### config.mk
export PLATFORM = sky130hd
export DESIGN_NAME = power_up_reset_sequencer
export DESIGN_NICKNAME = d
export VERILOG_FILES = /design/src/include/reset_seq_pkg.sv /design/src/hw/power_up_reset_sequencer.sv /design/src/hw/reset_sync.sv /design/src/hw/delay_timer.sv
export SDC_FILE = /design/constraint.sdc
export NUM_CORES = 1
export LEC_CHECK = 0
export BUFFER_PORTS_ARGS = -buffer_cell sky130_fd_sc_hd__buf_2
export CORE_ASPECT_RATIO = 1.1
export CORE_MARGIN = 4
export CORE_UTILIZATION = 40
export DETAILED_ROUTE_END_ITERATION = 16
export HOLD_SLACK_MARGIN = 0.08
export PLACE_DENSITY = 0.67
export SLEW_MARGIN = 40
export SYNTH_ARGS = -nofsm -noshare
export SYNTH_HDL_FRONTEND = slang
export SYNTH_HIERARCHICAL = 1
export SYNTH_SLANG_ARGS = --single-unit
### constraint.sdc
create_clock -name sys_clk -period 2.7 [get_ports sys_clk]
set_input_delay 0.405 -clock sys_clk [delete_from_list [all_inputs] [get_ports sys_clk]]
set_output_delay 0.405 -clock sys_clk [all_outputs]
set_load 0.02 [all_outputs]
### src/include/reset_seq_pkg.sv
// Purpose: shared constants and types for the power-up reset sequencer
// Assumes: 20 MHz core clock
// Notes: times kept in their own units, cycle counts derived from them
package reset_seq_pkg;
    localparam int unsigned CLK_HZ = 20_000_000;
    localparam int unsigned PPG_MS = 35;
    localparam int unsigned TRAIN_MS = 20;
    localparam int unsigned CFG_RESP_MS = 1000;
    localparam int unsigned PPG_CYCLES = CLK_HZ / 1000 * PPG_MS;
    localparam int unsigned TRAIN_CYCLES = CLK_HZ / 1000 * TRAIN_MS;
    localparam int unsigned CFG_RESP_CYCLES = CLK_HZ / 1000 * CFG_RESP_MS;
    localparam int unsigned NUM_FUNCS = 2;

    // nvm section select, one bit per section
    typedef struct packed {
        logic init_analog;
        logic core_mac;
        logic link_analog;
        logic link_general;
        logic config_space;
        logic per_function;
    } nvm_sections_t;

    // per-unit reset outputs (high = unit held in reset)
    typedef struct packed {
        logic link_training_fsm;
        logic link_data_path;
        logic cfg_ro;
        logic strap_sample;
        logic host_io_unit;
        logic soft_defined_pins;
        logic flash_access_reg;
        logic wake_context;
        logic wake_mng_regs;
        logic mng_unit;
    } global_resets_t;

    typedef struct packed {
        logic cfg_rw;
        logic data_path;
        logic mac_pcs_an;
    } func_resets_t;

    typedef enum logic [2:0] {
        SEQ_WAIT_POWER,
        SEQ_WAIT_DELAY,
        SEQ_LOAD_INIT,
        SEQ_LOAD_CORE,
        SEQ_IDLE
    } seq_state_t;

    typedef enum logic [1:0] {
        PM_UNINIT_ACTIVE,
        PM_ACTIVE,
        PM_D3HOT
    } pm_state_t;
endpackage

### src/hw/power_up_reset_sequencer.sv
// Purpose: master reset release, nvm load ordering, reset fan-out per unit
// Assumes: nvm reader, link layer and config space are outside this block
// Notes: reset outputs are active high and registered
// Summary of operation
// [RULE1] hold master reset until supplies good, release 35 ms after 156 MHz clock stable
// [RULE2] start nvm read on rising edge of power-on reset or power-good
// [RULE3] after init/analog and pll lock, load core/mac if manageability or wake enabled
// [RULE4] host-link reset release re-reads core, mac, link analog, general, config space
// [RULE5] start link training within 20 ms of host-link reset release
// [RULE6] able to answer first config request within 1 s of host-link release
// [RULE7] host waits 100 ms after host-link release before first config access
// [RULE8] host gives valid reference clock 100 us before host-link release
// [RULE9] host holds host-link reset 100 ms after rails stable
// [RULE10] memory access enable write moves uninitialized active to active state
// [RULE11] power-on reset is level sensitive and holds every register
// [RULE12] most units reset on host-link rise; host io unit held while asserted
// [RULE13] link reset message or drop to polling/detect gives in-band reset
// [RULE14] d3hot to d0 change resets only that function
// [RULE15] software reset per function, re-reads its nvm fields, config space kept
// [RULE16] driver runs bus-master disable before software or link reset
// [RULE17] every link reset also performs full software reset of the function
// [RULE18] firmware reset from bit, firmware or watchdog clears manageability unit
// [RULE19] por loads global, host-link loads link, per-function resets load function
// [RULE20] por/host-link/in-band clear link fsm, data path, ro cfg, straps; rw adds d3hot
// [RULE21] all but firmware reset clear data path; pins/flash only on por
// [RULE22] mac always on por and link reset; others only if mng off, low power, no wake
// [RULE23] wake context reset by por/host-link only without aux power; others por only
// [RULE24] each async reset source synchronised, async assert, sync release
module power_up_reset_sequencer
    import reset_seq_pkg::*;
#(
    parameter int unsigned PPG_COUNT = PPG_CYCLES,
    parameter int unsigned TRAIN_COUNT = TRAIN_CYCLES,
    parameter int unsigned CFG_RESP_COUNT = CFG_RESP_CYCLES
) (
    input wire logic sys_clk,
    input wire logic reset_n,
    input wire logic supplies_good,
    input wire logic external_power_good,
    input wire logic ref_clock_156m_stable,
    input wire logic pll_stable,
    input wire logic host_link_reset_n,
    input wire logic link_reset_msg,
    input wire logic link_down_detect,
    input wire logic [NUM_FUNCS-1:0] d3hot_to_d0,
    input wire logic [NUM_FUNCS-1:0] sw_reset_bit,
    input wire logic [NUM_FUNCS-1:0] mac_link_reset_bit,
    input wire logic firmware_reset_bit,
    input wire logic firmware_reset_req,
    input wire logic watchdog_expired,
    input wire logic mem_access_enable_write,
    input wire logic mng_enabled,
    input wire logic wake_enabled,
    input wire logic host_low_power,
    input wire logic aux_power_present,
    input wire logic nvm_busy,
    output logic master_reset,
    output nvm_sections_t nvm_load,
    output logic [NUM_FUNCS-1:0] nvm_func_load,
    output logic start_link_training,
    output logic cfg_response_ready,
    output logic device_active,
    output global_resets_t global_resets,
    output func_resets_t [NUM_FUNCS-1:0] func_resets
);
    // ------------------------------------------------------------
    // checks
    // ------------------------------------------------------------
    initial begin
        if (PPG_COUNT < 1 || TRAIN_COUNT < 1 || CFG_RESP_COUNT < 1) begin
            $error("power_up_reset_sequencer: counts must be at least 1");
        end
    end

    // ------------------------------------------------------------
    // reset synchronisers
    // ------------------------------------------------------------
    logic por_hold;
    logic pgood_hold;
    logic host_hold;

    reset_sync u_por_sync (.sys_clk(sys_clk), .arst_n(reset_n), .rst_hold(por_hold)); // RULE24
    reset_sync u_pg_sync (.sys_clk(sys_clk), .arst_n(external_power_good & reset_n),
        .rst_hold(pgood_hold)); // RULE24
    reset_sync u_host_sync (.sys_clk(sys_clk), .arst_n(host_link_reset_n & reset_n),
        .rst_hold(host_hold)); // RULE24

    logic host_hold_d;
    logic pgood_hold_d;
    always_ff @(posedge sys_clk or negedge reset_n) begin
        if (!reset_n) begin
            host_hold_d <= 1'b1;
            pgood_hold_d <= 1'b1;
        end else begin
            host_hold_d <= host_hold;
            pgood_hold_d <= pgood_hold;
        end
    end

    logic host_release;
    logic pgood_rise;
    logic inband;
    logic firmware_reset;
    assign host_release = host_hold_d & ~host_hold; // RULE12
    assign pgood_rise = pgood_hold_d & ~pgood_hold; // RULE2
    assign inband = link_reset_msg | link_down_detect; // RULE13
    assign firmware_reset = firmware_reset_bit | firmware_reset_req | watchdog_expired; // RULE18

    // ------------------------------------------------------------
    // master reset release
    // ------------------------------------------------------------
    seq_state_t state;
    logic ppg_done;
    logic ppg_start;
    logic por_release;
    assign ppg_start = (state == SEQ_WAIT_POWER) && supplies_good && ref_clock_156m_stable;

    delay_timer #(.COUNT(PPG_COUNT)) u_ppg (
        .sys_clk(sys_clk), .reset_n(reset_n), .clear(por_hold | ~supplies_good),
        .start(ppg_start), .done(ppg_done)); // RULE1

    assign por_release = (state == SEQ_WAIT_DELAY) && ppg_done && supplies_good;

    always_ff @(posedge sys_clk or negedge reset_n) begin
        if (!reset_n) begin
            state <= SEQ_WAIT_POWER; // RULE11
        end else if (!supplies_good) begin
            state <= SEQ_WAIT_POWER; // RULE1
        end else begin
            unique case (state)
                SEQ_WAIT_POWER: if (ppg_start) state <= SEQ_WAIT_DELAY;
                SEQ_WAIT_DELAY: if (por_release) state <= SEQ_LOAD_INIT; // RULE1
                SEQ_LOAD_INIT: begin
                    if (!nvm_busy && pll_stable) begin
                        state <= (mng_enabled | wake_enabled) ? SEQ_LOAD_CORE : SEQ_IDLE;
                    end // RULE3
                end
                SEQ_LOAD_CORE: if (!nvm_busy) state <= SEQ_IDLE; // RULE3
                SEQ_IDLE: ;
            endcase
        end
    end

    always_ff @(posedge sys_clk or negedge reset_n) begin
        if (!reset_n) begin
            master_reset <= 1'b1; // RULE11
        end else begin
            master_reset <= (state == SEQ_WAIT_POWER) || (state == SEQ_WAIT_DELAY); // RULE1
        end
    end

    // ------------------------------------------------------------
    // nvm load requests (one-cycle pulses)
    // ------------------------------------------------------------
    logic por_load;
    logic core_load;
    assign por_load = por_release | (pgood_rise && state == SEQ_IDLE); // RULE2
    assign core_load = (state == SEQ_LOAD_INIT) && !nvm_busy && pll_stable
        && (mng_enabled | wake_enabled); // RULE3

    logic [NUM_FUNCS-1:0] func_event;
    assign func_event = d3hot_to_d0 | sw_reset_bit | mac_link_reset_bit
        | {NUM_FUNCS{inband}}; // RULE19

    always_ff @(posedge sys_clk or negedge reset_n) begin
        if (!reset_n) begin
            nvm_load <= '0;
            nvm_func_load <= '0;
        end else begin
            nvm_load.init_analog <= por_load; // RULE19
            nvm_load.core_mac <= core_load | host_release; // RULE4
            nvm_load.link_analog <= host_release; // RULE4
            nvm_load.link_general <= host_release; // RULE4
            nvm_load.config_space <= host_release; // RULE4
            nvm_load.per_function <= |func_event; // RULE15 RULE17
            nvm_func_load <= func_event; // RULE19
        end
    end

    // ------------------------------------------------------------
    // link timing after host-link release
    // ------------------------------------------------------------
    logic train_done;
    logic resp_done;
    delay_timer #(.COUNT(TRAIN_COUNT)) u_train (
        .sys_clk(sys_clk), .reset_n(reset_n), .clear(host_hold | inband),
        .start(host_release), .done(train_done)); // RULE5
    delay_timer #(.COUNT(CFG_RESP_COUNT)) u_resp (
        .sys_clk(sys_clk), .reset_n(reset_n), .clear(host_hold),
        .start(host_release), .done(resp_done)); // RULE6

    always_ff @(posedge sys_clk or negedge reset_n) begin
        if (!reset_n) begin
            start_link_training <= 1'b0;
            cfg_response_ready <= 1'b0;
        end else begin
            start_link_training <= train_done & ~host_hold; // RULE5
            cfg_response_ready <= resp_done & ~host_hold & ~master_reset; // RULE6
        end
    end

    // ------------------------------------------------------------
    // power state
    // ------------------------------------------------------------
    pm_state_t pm;
    always_ff @(posedge sys_clk or negedge reset_n) begin
        if (!reset_n) begin
            pm <= PM_UNINIT_ACTIVE;
        end else if (host_hold || inband) begin
            pm <= PM_UNINIT_ACTIVE;
        end else if (pm == PM_UNINIT_ACTIVE && mem_access_enable_write) begin
            pm <= PM_ACTIVE; // RULE10
        end
    end

    always_ff @(posedge sys_clk or negedge reset_n) begin
        if (!reset_n) begin
            device_active <= 1'b0;
        end else begin
            device_active <= (pm == PM_ACTIVE) || (pm == PM_UNINIT_ACTIVE
                && mem_access_enable_write && !host_hold && !inband); // RULE10
        end
    end

    // ------------------------------------------------------------
    // reset fan-out
    // ------------------------------------------------------------
    logic por_any;
    logic link_grp;
    logic mac_gate;
    assign por_any = por_hold | master_reset | pgood_hold; // RULE11
    assign link_grp = por_any | host_release | inband; // RULE12 RULE20
    assign mac_gate = ~mng_enabled & host_low_power & ~wake_enabled; // RULE22

    always_ff @(posedge sys_clk or negedge reset_n) begin
        if (!reset_n) begin
            global_resets <= '1;
        end else begin
            global_resets.link_training_fsm <= link_grp; // RULE20
            global_resets.link_data_path <= link_grp; // RULE20
            global_resets.cfg_ro <= link_grp; // RULE20
            global_resets.strap_sample <= link_grp; // RULE20
            global_resets.host_io_unit <= por_any | host_hold; // RULE12
            global_resets.soft_defined_pins <= por_any; // RULE21
            global_resets.flash_access_reg <= por_any; // RULE21
            global_resets.wake_context <= (por_any | host_release)
                & ~aux_power_present; // RULE23
            global_resets.wake_mng_regs <= por_any; // RULE23
            global_resets.mng_unit <= por_any | firmware_reset; // RULE18
        end
    end

    always_ff @(posedge sys_clk or negedge reset_n) begin
        if (!reset_n) begin
            func_resets <= '1;
        end else begin
            for (int f = 0; f < NUM_FUNCS; f++) begin
                func_resets[f].cfg_rw <= link_grp | d3hot_to_d0[f]; // RULE14 RULE20
                func_resets[f].data_path <= link_grp | d3hot_to_d0[f] | sw_reset_bit[f]
                    | mac_link_reset_bit[f]; // RULE15 RULE17 RULE21
                func_resets[f].mac_pcs_an <= por_any | mac_link_reset_bit[f]
                    | (mac_gate & (host_release | inband | d3hot_to_d0[f]
                    | sw_reset_bit[f])); // RULE22
            end
        end
    end

    // ------------------------------------------------------------
    // assertions
    // ------------------------------------------------------------
    master_hold_a: assert property (@(posedge sys_clk) disable iff (!reset_n)
        !supplies_good |=> master_reset) else $error("master reset released without supplies"); // RULE1
    release_delay_a: assert property (@(posedge sys_clk) disable iff (!reset_n)
        $fell(master_reset) |-> $past(ppg_done)) else $error("master reset released early"); // RULE1
    nvm_por_a: assert property (@(posedge sys_clk) disable iff (!reset_n)
        por_release |=> nvm_load.init_analog) else $error("nvm load missed at release"); // RULE2
    link_reload_a: assert property (@(posedge sys_clk) disable iff (!reset_n)
        host_release |=> nvm_load.config_space && nvm_load.link_analog
        && nvm_load.core_mac) else $error("link sections not reloaded"); // RULE4
    core_gate_a: assert property (@(posedge sys_clk) disable iff (!reset_n)
        core_load |-> (mng_enabled || wake_enabled)) else $error("core load without enable"); // RULE3
    hostio_hold_a: assert property (@(posedge sys_clk) disable iff (!reset_n)
        host_hold |=> global_resets.host_io_unit) else $error("host io unit released"); // RULE12
    active_move_a: assert property (@(posedge sys_clk) disable iff (!reset_n)
        (pm == PM_UNINIT_ACTIVE && mem_access_enable_write && !host_hold && !inband)
        |=> pm == PM_ACTIVE) else $error("no move to active"); // RULE10
    mng_reset_a: assert property (@(posedge sys_clk) disable iff (!reset_n)
        watchdog_expired |=> global_resets.mng_unit) else $error("watchdog missed mng reset"); // RULE18
    link_mac_a: assert property (@(posedge sys_clk) disable iff (!reset_n)
        mac_link_reset_bit[0] |=> func_resets[0].mac_pcs_an && func_resets[0].data_path
        && nvm_func_load[0]) else $error("link reset incomplete"); // RULE17
    wake_aux_a: assert property (@(posedge sys_clk) disable iff (!reset_n)
        aux_power_present |=> !global_resets.wake_context) else $error("wake context lost"); // RULE23
    fw_only_a: assert property (@(posedge sys_clk) disable iff (!reset_n)
        (firmware_reset && !por_any && !host_release && !inband && !d3hot_to_d0[0]
        && !sw_reset_bit[0] && !mac_link_reset_bit[0]) |=> !func_resets[0].data_path)
        else $error("firmware reset touched data path"); // RULE21

    boot_done_c: cover property (@(posedge sys_clk) disable iff (!reset_n)
        $fell(master_reset));
    link_train_c: cover property (@(posedge sys_clk) disable iff (!reset_n)
        $rose(start_link_training));
    active_c: cover property (@(posedge sys_clk) disable iff (!reset_n) $rose(device_active));
endmodule // power_up_reset_sequencer

### src/hw/reset_sync.sv
// Purpose: async-assert, sync-deassert reset synchroniser
// Assumes: output high means reset held
// Notes: first stage is read only by the second stage
module reset_sync (
    input wire logic sys_clk,
    input wire logic arst_n,
    output logic rst_hold
);
    logic stage1;
    logic stage2;

    always_ff @(posedge sys_clk or negedge arst_n) begin
        if (!arst_n) begin
            stage1 <= 1'b0;
            stage2 <= 1'b0;
        end else begin
            stage1 <= 1'b1;
            stage2 <= stage1;
        end
    end

    assign rst_hold = ~stage2;
endmodule // reset_sync

### src/hw/delay_timer.sv
// Purpose: one-shot cycle counter, done after COUNT cycles from start
// Assumes: start is a one-cycle pulse, restart allowed
// Notes: done is a level until the next start or clear
module delay_timer #(
    parameter int unsigned COUNT = 16
) (
    input wire logic sys_clk,
    input wire logic reset_n,
    input wire logic clear,
    input wire logic start,
    output logic done
);
    localparam int unsigned W = $clog2(COUNT + 1);
    logic [W-1:0] cnt;
    logic running;

    initial begin
        if (COUNT < 1) $error("delay_timer: COUNT must be at least 1");
    end

    always_ff @(posedge sys_clk or negedge reset_n) begin
        if (!reset_n) begin
            cnt <= '0;
            running <= 1'b0;
            done <= 1'b0;
        end else if (clear) begin
            cnt <= '0;
            running <= 1'b0;
            done <= 1'b0;
        end else if (start) begin
            cnt <= W'(1);
            running <= 1'b1;
            done <= 1'b0;
        end else if (running) begin
            if (cnt == W'(COUNT)) begin
                running <= 1'b0;
                done <= 1'b1;
            end else begin
                cnt <= cnt + W'(1);
            end
        end
    end
endmodule // delay_timer

==> impl_metrics.py, run 1 <==
metrics = {
    "logic_synthesis": {
        "syn_nets": 542,
        "yosysTopAreaCellShare_pct": 43.5,
        "syn-cell-area_mm2": 0.00512,
        "synth.avg_cell_area_um2": 9.99,
        "synth_top_area_cell": "dfrtp_1",
        "ys_seq_area_share_pct": 50.7,
        "synth-edff-count": 0,
        "syn_inst": 512,
        "ys_ff_latch": 103,
        "netlist_top_cells_count": "dfrtp_1, nor2_1, nand2_1",
        "synthFlopType": "dfrtp_1",
        "yosys_warnings": 6,
        "synth_cell_types": 63,
        "synth_most_common_cell": "dfrtp_1",
        "synthArstFlopShare_pct": 100,
        "synth_area_leaders": "dfrtp_1, dfstp_2, nor2_1",
    },
    "timing": {
        "fmax_ghz": 0.452,
        "maxSlewHeadroom_pct": 51.6,
        "fin_crit_sh_pct": 81.9,
        "finalMaxSlewViolations": 0,
        "rsz0062_at_grt": "no",
        "setup_viol": 0,
        "finalCriticalPeriod_ns": 2.21,
        "finClkSkew_ns": 0.00553,
        "setup_tns_ns": 0,
        "worst_slew_pin_slew_ns": 0.721,
        "hold_viol": 0,
    },
    "placement": {
        "numPortBuffers": 51,
        "place_area_mm2": 0.00547,
        "place_congestion": 0.837,
        "dpl.hpwl_um": 7790,
    },
    "grt": {
        "grt.overflow.total": 0,
        "antenna_found_initial": 0,
        "grt_pass1_vias": 3943,
        "grt_pass1_wl_um": 18700,
        "grt_usage_pct": 15.8,
        "grt_start_max_net_pins": 65,
    },
    "clocking": {
        "clock_path_buffers": 2,
        "clkSlewWorstSetupHoldPaths_ns": 0.07,
        "worstSkewPairLatency_ns": 0.35,
        "clock-sinks": 103,
        "h-tree-depth": 3,
        "cts_resized": 0,
        "cts_tree": "built",
        "cts_buffers": 9,
        "root_buffer": "clkbuf_16",
    },
    "worst_hold_path": {
        "hold_class": "in -> reg",
        "min-delay-start": "aux_power_present",
    },
    "floorplanning": {
        "start_util_pct": 40.6,
        "die_w_um": 116,
        "core_mm2": 0.0126,
        "die_area_mm2": 0.0147,
        "num_rows": 43,
        "num_io_pins": 52,
        "die_h_um": 127,
    },
    "final_layout": {
        "drive_above_1_share_pct": 18.8,
        "syn2layout_area_growth_pct": 13.7,
        "diodes": 0,
        "layout.nets": 588,
        "final_area_mm2": 0.00582,
    },
    "route": {
        "via_per_inst": 5.51,
        "drt_iter0_drc": 158,
        "drc": 0,
        "totalWireLength_um": 10800,
        "firstDrtPassIters": 4,
        "vias": 3965,
        "wl_per_cell_um": 15.1,
        "ant_nets": 0,
    },
    "critical_path": {
        "crit_path_end_kind": "register",
        "path_max_fanout": 12,
        "worst_path_dominant_cell_family": "simple AND/OR/NAND/NOR gates",
        "path_cells": "inv_1 > ha_1 > nor4bb_1 > nand4_1 > o21ai_1 > or4_1 > a21oi_1",
        "worstSetupPathType": "reg -> reg",
        "timing.rr.start": "u_resp/cnt[0]$_DFFE_PN0P_",
        "cp.required_ns": 2.91,
        "start_kind": "register",
        "cp_data_arrival_time_ns": 2.43,
        "crit_buf_inv": 1,
        "crit_path_top_delay_cell": "o21ai_1",
        "crit_path_start": "u_resp/cnt[0]$_DFFE_PN0P_",
        "critPathMaxStageDelay_ns": 0.61,
    },
    "outcome": {
        "status": "completed",
    },
    "power_and_ir_drop": {
        "ir_drop_mv": 0.521,
        "power.density_mw_per_mm2": 532,
        "power_leakage_nw": 2.32,
    },
    "run": {
        "cap_violations": 0,
    },
}
==> timing repair <==
action | 4_1_cts | 5_1_grt
hold endpoints to repair | 17 | 0
setup buffers | 0 | 0
hold buffers | 3 | 0
==> metrics by stage <==
stage                     cells  worst slack [ns]  hold WS (ns)  total power, W  util, %
after global placement      701             0.615         0.288         0.00174     43.5
after floorplan             512             0.734         0.109         0.00167        -
after detailed placement    701             0.488         0.293         0.00175     43.5
after global routing        720             0.280         0.162         0.00322     46.2
after CTS                   720             0.503         0.152         0.00315     46.2
final                       720             0.488         0.164         0.00310     46.2
==> final cells by class <==
type / instances / area (um2)
clock buffers: 11 / 233
fillers: 1195 / 6770
inverters: 29 / 109
flip-flops and latches: 103 / 2590
clock inverters: 5 / 82.6
repair buffers: 59 / 338
multi-input cells: 356 / 2260
well taps: 157 / 196
==> layer usage <==
layer	vias to the layer above	wire length, um	share of wire, %	GRT usage [%]
li1	1889	-	-	-
met1	1976	4750	44	20.1
met2	80	5490	51	26.3
met3	20	389	3.6	3.72
met4	0	208	1.9	5.53
met5	-	0	0	0
==> sequential cells by signal, summed over array words and instances (netlist names), 2 cells and up <==
| register | flops |
|---|---|
| u_train/cnt | 19 |
| global_resets | 5 |
| state | 3 |
| nvm_load | 4 |
| u_resp/cnt | 25 |
| func_resets | 6 |
| u_ppg/cnt | 20 |
| nvm_func_load | 2 |
==> where the power goes <==
part | leakage (nW) | total [W] | switching [W] | internal, W
combinational | 0.820 | 0.000145 | 0.0000989 | 0.0000456
clock | 0.142 | 0.00138 | 0.000564 | 0.000813
sequential | 1.36 | 0.00157 | 0.0000133 | 0.00156
==> final timing paths <==
kind,slack [ns],endpoint,cells after the start
setup reg to reg,0.49,u_resp/cnt[17]$_DFFE_PN0P_,7
hold / removal,0.16,global_resets[2]$_DFF_PN1_,2
min in group asynchronous,0.47,u_resp/cnt[6]$_DFFE_PN0P_,2
max in group asynchronous,1.51,u_host_sync/stage1$_DFF_PN0_,4
setup / recovery,0.49,u_resp/cnt[17]$_DFFE_PN0P_,7
hold reg to reg,0.35,u_por_sync/stage2$_DFF_PN0_,0
==> cell families (layout without fill, tap and decap cells) <==
logic type	after synthesis	count (layout)	share of synthesized area (%)
AND/OR/NAND/NOR	238	238	26.9
flip-flops	103	103	50.7
AO/OA/AOI/OAI	68	68	8.56
buffers and inverters	53	104	5.04
XOR/XNOR	38	38	6.50
adder cells (fa/ha/maj)	6	6	1.47
other	3	3	0.220
multiplexers	3	3	0.611
==> layout by cell type, fill, tap and decap left out, types with 3 or more instances in the layout <==
master	Yosys	layout
or4_1	7	7
dfstp_2	14	14
xnor2_1	20	20
a31oi_1	4	4
ha_1	6	6
buf_4	9	5
o2111ai_1	3	3
nand4_1	23	23
and4_1	5	5
clkinvlp_4	0	3
nor4_1	10	10
clkbuf_16	0	9
o31ai_1	7	7
or3_1	19	19
o211ai_1	3	3
buf_2	2	50
dfrtp_1	89	89
or4_4	3	3
nor3_1	12	12
conb_1	3	3
nor3b_1	4	4
nand2b_1	5	5
nand2_1	30	30
o21ai_1	3	3
and2_1	8	8
and3_1	4	4
nor2b_1	4	4
a21oi_1	22	22
xor2_1	18	18
nor2_1	61	61
nand3_1	22	22
inv_1	27	27
dlygate4sd3_1	0	3
o21ai_0	13	13
Note: power is estimated with default switching activity, not from simulation.
==> run 2, diff against run 1 <==
- PLACE_DENSITY: 0.67 -> 0.69
- clock period: 2.7 -> 1.8 ns (I/O delays scaled with it)
==> run 2 against run 1 <==
Via count increased by 1.7%. Highest routed layer unchanged. Largest cell class unchanged. First-iteration DRC count increased by 36%. Count of clock-buffer cells in the layout increased by 1. Global-route usage increased by 0.44 points. Non-clock buffer count increased by 49. Worst hold slack got worse by 0.016 ns. The run now ends with setup timing left. Clock skew increased by 0.00065 ns. Fmax increased by 20%. Final cell count increased by 6.8%. Sequential power increased by 50%. Sequential share of layout area decreased by 3.7 points.
==> impl_metrics.py, run 2 (synthesis results as in run 1) <==
metrics = {
    "run": {
        "cap_violations": 0,
    },
    "route": {
        "drc": 0,
        "firstDrtPassIters": 4,
        "via_per_inst": 5.25,
        "wl_per_cell_um": 14.9,
        "vias": 4034,
        "drt_iter0_drc": 215,
        "ant_nets": 0,
        "totalWireLength_um": 11500,
    },
    "floorplanning": {
        "core_mm2": 0.0126,
        "num_io_pins": 52,
        "num_rows": 43,
        "die_area_mm2": 0.0147,
        "start_util_pct": 40.6,
        "die_h_um": 127,
        "die_w_um": 116,
    },
    "timing": {
        "finalCriticalPeriod_ns": 1.84,
        "rsz0062_at_grt": "yes",
        "setup_viol": 7,
        "hold_viol": 0,
        "fmax_ghz": 0.542,
        "maxSlewHeadroom_pct": 62.5,
        "hold_slack_ns": 0.148,
        "worst_slew_pin_slew_ns": 0.563,
        "fin_crit_sh_pct": 102,
        "finalMaxSlewViolations": 0,
        "finClkSkew_ns": 0.00618,
        "setup_ws_ns": -0.0434,
    },
    "placement": {
        "place_area_mm2": 0.00582,
        "dpl.hpwl_um": 8290,
        "place_congestion": 0.881,
        "place_ws_ns": -0.0287,
        "numPortBuffers": 51,
        "placed_cells": 743,
    },
    "worst_hold_path": {
        "hold_class": "in -> reg",
    },
    "power_and_ir_drop": {
        "power.density_mw_per_mm2": 728,
        "ir_drop_mv": 0.409,
        "power_w": 0.00462,
        "power_leakage_nw": 2.63,
    },
    "critical_path": {
        "worst_path_dominant_cell_family": "simple AND/OR/NAND/NOR gates",
        "crit_path_top_delay_cell": "or4_4",
        "path_cells": "inv_2 > ha_1 > nand4bb_1 > or4_4 > o21ai_4 > buf_12 > nor3_1 > o21a_1",
        "worstSetupPathType": "reg -> reg",
        "cp_data_arrival_time_ns": 2.08,
        "crit_buf_inv": 2,
        "start_kind": "register",
        "critPathMaxStageDelay_ns": 0.48,
        "crit_path_end_kind": "register",
        "path_max_fanout": 8,
        "cp.required_ns": 2.03,
    },
    "final_layout": {
        "drive_above_1_share_pct": 29.7,
        "reg.largest.list": "u_resp/cnt x25, u_ppg/cnt x20, u_train/cnt x19",
        "layout.nets": 637,
        "diodes": 0,
        "syn2layout_area_growth_pct": 24.2,
        "fillers": 1130,
        "largest_reg_flops": 25,
        "regMostFlops": "u_resp/cnt",
        "layout_commonest_cell": "dfrtp_1",
        "final_cells": 769,
        "final_cell_mix": "dfrtp_1, nor2_1, buf_2",
        "final_area_mm2": 0.00635,
    },
    "grt": {
        "grt_usage_pct": 16.2,
        "grt_start_max_net_pins": 42,
        "antenna_found_initial": 0,
        "grt_pass1_wl_um": 19200,
        "grt.overflow.total": 0,
        "grt_pass1_vias": 4077,
    },
    "clocking": {
        "cts_buffers": 9,
        "clock_path_buffers": 2,
        "clock-sinks": 103,
        "worstSkewPairLatency_ns": 0.34,
        "h-tree-depth": 3,
        "clkSlewWorstSetupHoldPaths_ns": 0.07,
        "root_buffer": "clkbuf_16",
        "cts_tree": "built",
    },
    "outcome": {
        "violations": "setup timing",
        "status": "finished, violations left",
    },
}
run 2: per-stage QoR:
step	utilization [%]	TNS, ns
after CTS	49.1	-0.0860
after global placement	46.2	0
after global routing	50.5	-1.15
final	50.5	-0.125
after detailed placement	46.2	-0.100
after floorplan	-	0
run 2: worst paths after layout:
kind	startpoint	to	slack [ns]	cells past startpoint
max	u_ppg/cnt[0]$_DFFE_PN0P_	u_ppg/cnt[3]$_DFFE_PN0P_	-0.04	8
min	d3hot_to_d0[0]	func_resets[2]$_DFF_PN1_	0.15	2
max reg2reg	u_ppg/cnt[0]$_DFFE_PN0P_	u_ppg/cnt[3]$_DFFE_PN0P_	-0.04	8
min reg2reg	u_pg_sync/stage1$_DFF_PN0_	u_pg_sync/stage2$_DFF_PN0_	0.35	0
max in group asynchronous	reset_n	global_resets[2]$_DFF_PN1_	0.69	3
min in group asynchronous	external_power_good	u_pg_sync/stage1$_DFF_PN0_	0.35	3
run 2: power by group:
part	total (W)	internal (W)	switching, W
logic	0.000280	0.000110	0.000170
registers	0.00236	0.00234	0.0000138
clock network	0.00199	0.00116	0.000829
total	0.00462	0.00361	0.00101
run 2: timing repair:
item | 4_1_cts | 5_1_grt
hold endpoints to repair | 36 | 0
hold buffers | 4 | 0
setup endpoints to repair | 11 | 30
setup buffers | 2 | 4
gates resized for setup | 2 | 33
pin swaps | 3 | 14
run 2: per-layer routing:
metal	part of all wire, %	track usage [%]	routed length, um
met3	2.9	2.24	331
met1	44	21.3	5010
met2	52	27.0	5960
met4	1.7	6.55	190
met5	0	0	0
run 2: final cells by class:
cell class,count,area [um2],area share (%)
multi-input combinational,356,2390,37.7
inverter,29,109,1.71
timing repair buffer,108,748,11.8
clock buffer,12,256,4.04
tap,157,196,3.09
sequential,103,2600,40.9
clock inverter,4,52.6,0.827
==> run 3, diff against run 2 <==
- SYNTH_HIERARCHICAL: 1 -> default
==> run 3 against run 2 <==
The flow now finishes without violations. Core utilization up 0.44 points. Sequential power about the same. Design area down 6.3%. Via count down 5.7%. Synthesized cell count down 6.6%. Final cell count down 6.6%. Worst setup slack better by 0.085 ns. Critical path type unchanged.
==> impl_metrics.py, run 3 <==
metrics = {
    "floorplanning": {
        "core_mm2": 0.0117,
        "die_area_mm2": 0.0140,
        "num_rows": 41,
        "die_h_um": 124,
        "num_io_pins": 52,
        "start_util_pct": 41.5,
        "die_w_um": 113,
    },
    "logic_synthesis": {
        "ys_ff_latch": 103,
        "synth_area_leaders": "dfrtp_1, dfstp_2, xor2_1",
        "syn_inst": 478,
        "synth_top_area_cell": "dfrtp_1",
        "yosysTopAreaCellShare_pct": 45.8,
        "yosys_warnings": 0,
        "synth-edff-count": 0,
        "synth_most_common_cell": "dfrtp_1",
        "synthArstFlopShare_pct": 100,
        "syn-cell-area_mm2": 0.00486,
        "ys_seq_area_share_pct": 53.4,
        "synth.avg_cell_area_um2": 10.2,
        "synth_cell_types": 53,
        "netlist_top_cells_count": "dfrtp_1, nor2_1, xor2_1",
        "synthFlopType": "dfrtp_1",
    },
    "route": {
        "wl_met2_um": 5600,
        "totalWireLength_um": 10600,
        "via_per_inst": 5.30,
        "top_layer": "met4",
        "wl_met1_um": 4470,
        "drc": 0,
        "vias": 3806,
        "wl_per_cell_um": 14.7,
        "firstDrtPassIters": 4,
        "wl_met3_um": 308,
        "ant_nets": 0,
        "drt_iter0_drc": 206,
    },
    "timing": {
        "fmax_ghz": 0.569,
        "setup_tns_ns": 0,
        "finalCriticalPeriod_ns": 1.76,
        "hold_viol": 0,
        "setup_viol": 0,
        "fin_crit_sh_pct": 97.7,
        "setup_ws_ns": 0.0413,
        "hold_slack_ns": 0.128,
        "rsz0062_at_grt": "yes",
        "finClkSkew_ns": 0.00660,
        "finalMaxSlewViolations": 0,
    },
    "final_layout": {
        "ff_latch_area_mm2": 0.00260,
        "layout.nets": 593,
        "diodes": 0,
        "reg.largest.list": "u_resp.cnt x25, u_ppg.cnt x20, u_train.cnt x19",
        "largest_reg_flops": 25,
        "syn2layout_area_growth_pct": 22.6,
        "regMostFlops": "u_resp.cnt",
        "fillers": 1035,
        "final_cell_mix": "dfrtp_1, nor2_1, buf_2",
        "layout_commonest_cell": "dfrtp_1",
        "multi_input_area_mm2": 0.00223,
        "drive_above_1_share_pct": 26.9,
        "finalCoreUtilization_pct": 50.9,
    },
    "critical_path": {
        "start_kind": "register",
        "worst_path_dominant_cell_family": "simple AND/OR/NAND/NOR gates",
        "crit_path_top_delay_cell": "dfrtp_1",
        "crit_buf_inv": 0,
        "cp_data_arrival_time_ns": 2.03,
        "path_max_fanout": 6,
        "path_cells": "nand4_2 > nor3_4 > nand4_1 > or3_4 > a21oi_2",
        "worstSetupPathType": "reg -> reg",
        "cp.required_ns": 2.07,
        "critPathMaxStageDelay_ns": 0.46,
        "crit_path_end_kind": "register",
    },
    "clocking": {
        "clock_path_buffers": 2,
        "clkSlewWorstSetupHoldPaths_ns": 0.07,
        "worstSkewPairLatency_ns": 0.34,
        "h-tree-depth": 3,
        "cts_buffers": 9,
        "cts_tree": "built",
        "clock-sinks": 103,
        "root_buffer": "clkbuf_16",
    },
    "grt": {
        "grt_pass1_vias": 3782,
        "grt_usage_pct": 15.6,
        "grt.overflow.total": 0,
        "grt_pass1_wl_um": 17600,
        "grt_start_max_net_pins": 49,
        "antenna_found_initial": 0,
    },
    "placement": {
        "numPortBuffers": 51,
        "dpl.hpwl_um": 7460,
        "place_congestion": 0.834,
        "place_ws_ns": 0.0197,
    },
    "outcome": {
        "status": "completed",
    },
    "power_and_ir_drop": {
        "power.density_mw_per_mm2": 759,
        "power_leakage_nw": 2.52,
        "ir_drop_mv": 0.476,
    },
    "worst_hold_path": {
        "hold_class": "in -> reg",
    },
    "run": {
        "cap_violations": 0,
    },
}
-- run 3: changes by cell type after synthesis, sizes merged, moves of 4 or more --
cell / before / now
a21oi: 22 / 29
a31oi: 4 / 0
and3: 5 / 13
buf: 15 / 11
inv: 29 / 13
nand2b: 5 / 0
nor3: 15 / 6
o31ai: 7 / 3
or3: 20 / 13
or4: 10 / 2
xnor2: 20 / 13
xor2: 18 / 34
-- run 3: timing repair --
| action | CTS | global route |
|---|---|---|
| resized for setup | 0 | 33 |
| endpoints found under the setup margin | 0 | 17 |
| hold buffers | 4 | 0 |
| endpoints found under the hold margin | 22 | 0 |
| setup buffers | 0 | 11 |
-- run 3: metal layers --
metal,vias to the layer above,GRT usage [%]
met5,-,0
met4,0,6.24
met3,15,3.50
met2,54,28.4
met1,1896,17.7
li1,1841,-
-- run 3: power by group --
| part | internal, W | switching (W) | total [W] | leakage (nW) |
|---|---|---|---|---|
| Sequential | 0.00234 | 0.0000234 | 0.00237 | 1.35 |
| Combinational | 0.0000881 | 0.000145 | 0.000233 | 1.04 |
| Clock | 0.00109 | 0.000827 | 0.00192 | 0.138 |
-- run 3: cells by family (layout without fill, tap and decap cells) --
kind of cell / count (synthesis) / in the layout / share of synthesized area, %
flip-flops: 103 / 103 / 53.4
XOR/XNOR: 47 / 47 / 8.47
buffers and inverters: 33 / 121 / 3.19
AND/OR/NAND/NOR: 223 / 223 / 25.3
adder cells (fa/ha/maj): 6 / 6 / 1.55
other: 1 / 3 / 0.0772
multiplexers: 3 / 3 / 0.618
AO/OA/AOI/OAI: 62 / 62 / 7.34
-- run 3: metrics by stage --
stage          area [um2]  instances  total power [W]
2_1_floorplan        4870        480          0.00250
3_3_place_gp         5410        686          0.00262
3_5_place_dp         5410        686          0.00262
4_1_cts              5740        706          0.00456
5_1_grt              5950        718          0.00470
6_report             5950        718          0.00452
-- run 3: worst reg2reg max path, stage by stage (launching register included) --
cell	delay [ns]
dfrtp_1	0.46
nand4_2	0.25
nor3_4	0.35
nand4_1	0.16
or3_4	0.35
a21oi_2	0.13
-- run 3: final cells by class --
| cell class | instances | share of cell area (%) |
|---|---|---|
| clock inverter | 4 | 0.925 |
| clock buffer | 12 | 3.97 |
| inverter | 13 | 0.820 |
| tap | 150 | 3.15 |
| multi-input combinational | 344 | 37.5 |
| timing repair buffer | 92 | 9.94 |
| sequential | 103 | 43.7 |
-- run 3: path summary, 6_finish.rpt --
path                                                  from                    endpoint  slack [ns]  depth (start not counted)
worst max-delay path             u_resp.cnt[4]$_DFFE_PN0P_  u_resp.cnt[17]$_DFFE_PN0P_        0.04                          5
max in group asynchronous                          reset_n       host_hold_d$_DFF_PN1_        0.83                          3
worst max register to register   u_resp.cnt[4]$_DFFE_PN0P_  u_resp.cnt[17]$_DFFE_PN0P_        0.04                          5
worst min register to register  u_pg_sync.stage1$_DFF_PN0_  u_pg_sync.stage2$_DFF_PN0_        0.35                          0
worst min-delay path                    firmware_reset_bit  global_resets[0]$_DFF_PN1_        0.13                          2
min in group asynchronous              external_power_good  u_pg_sync.stage1$_DFF_PN0_        0.36                          3
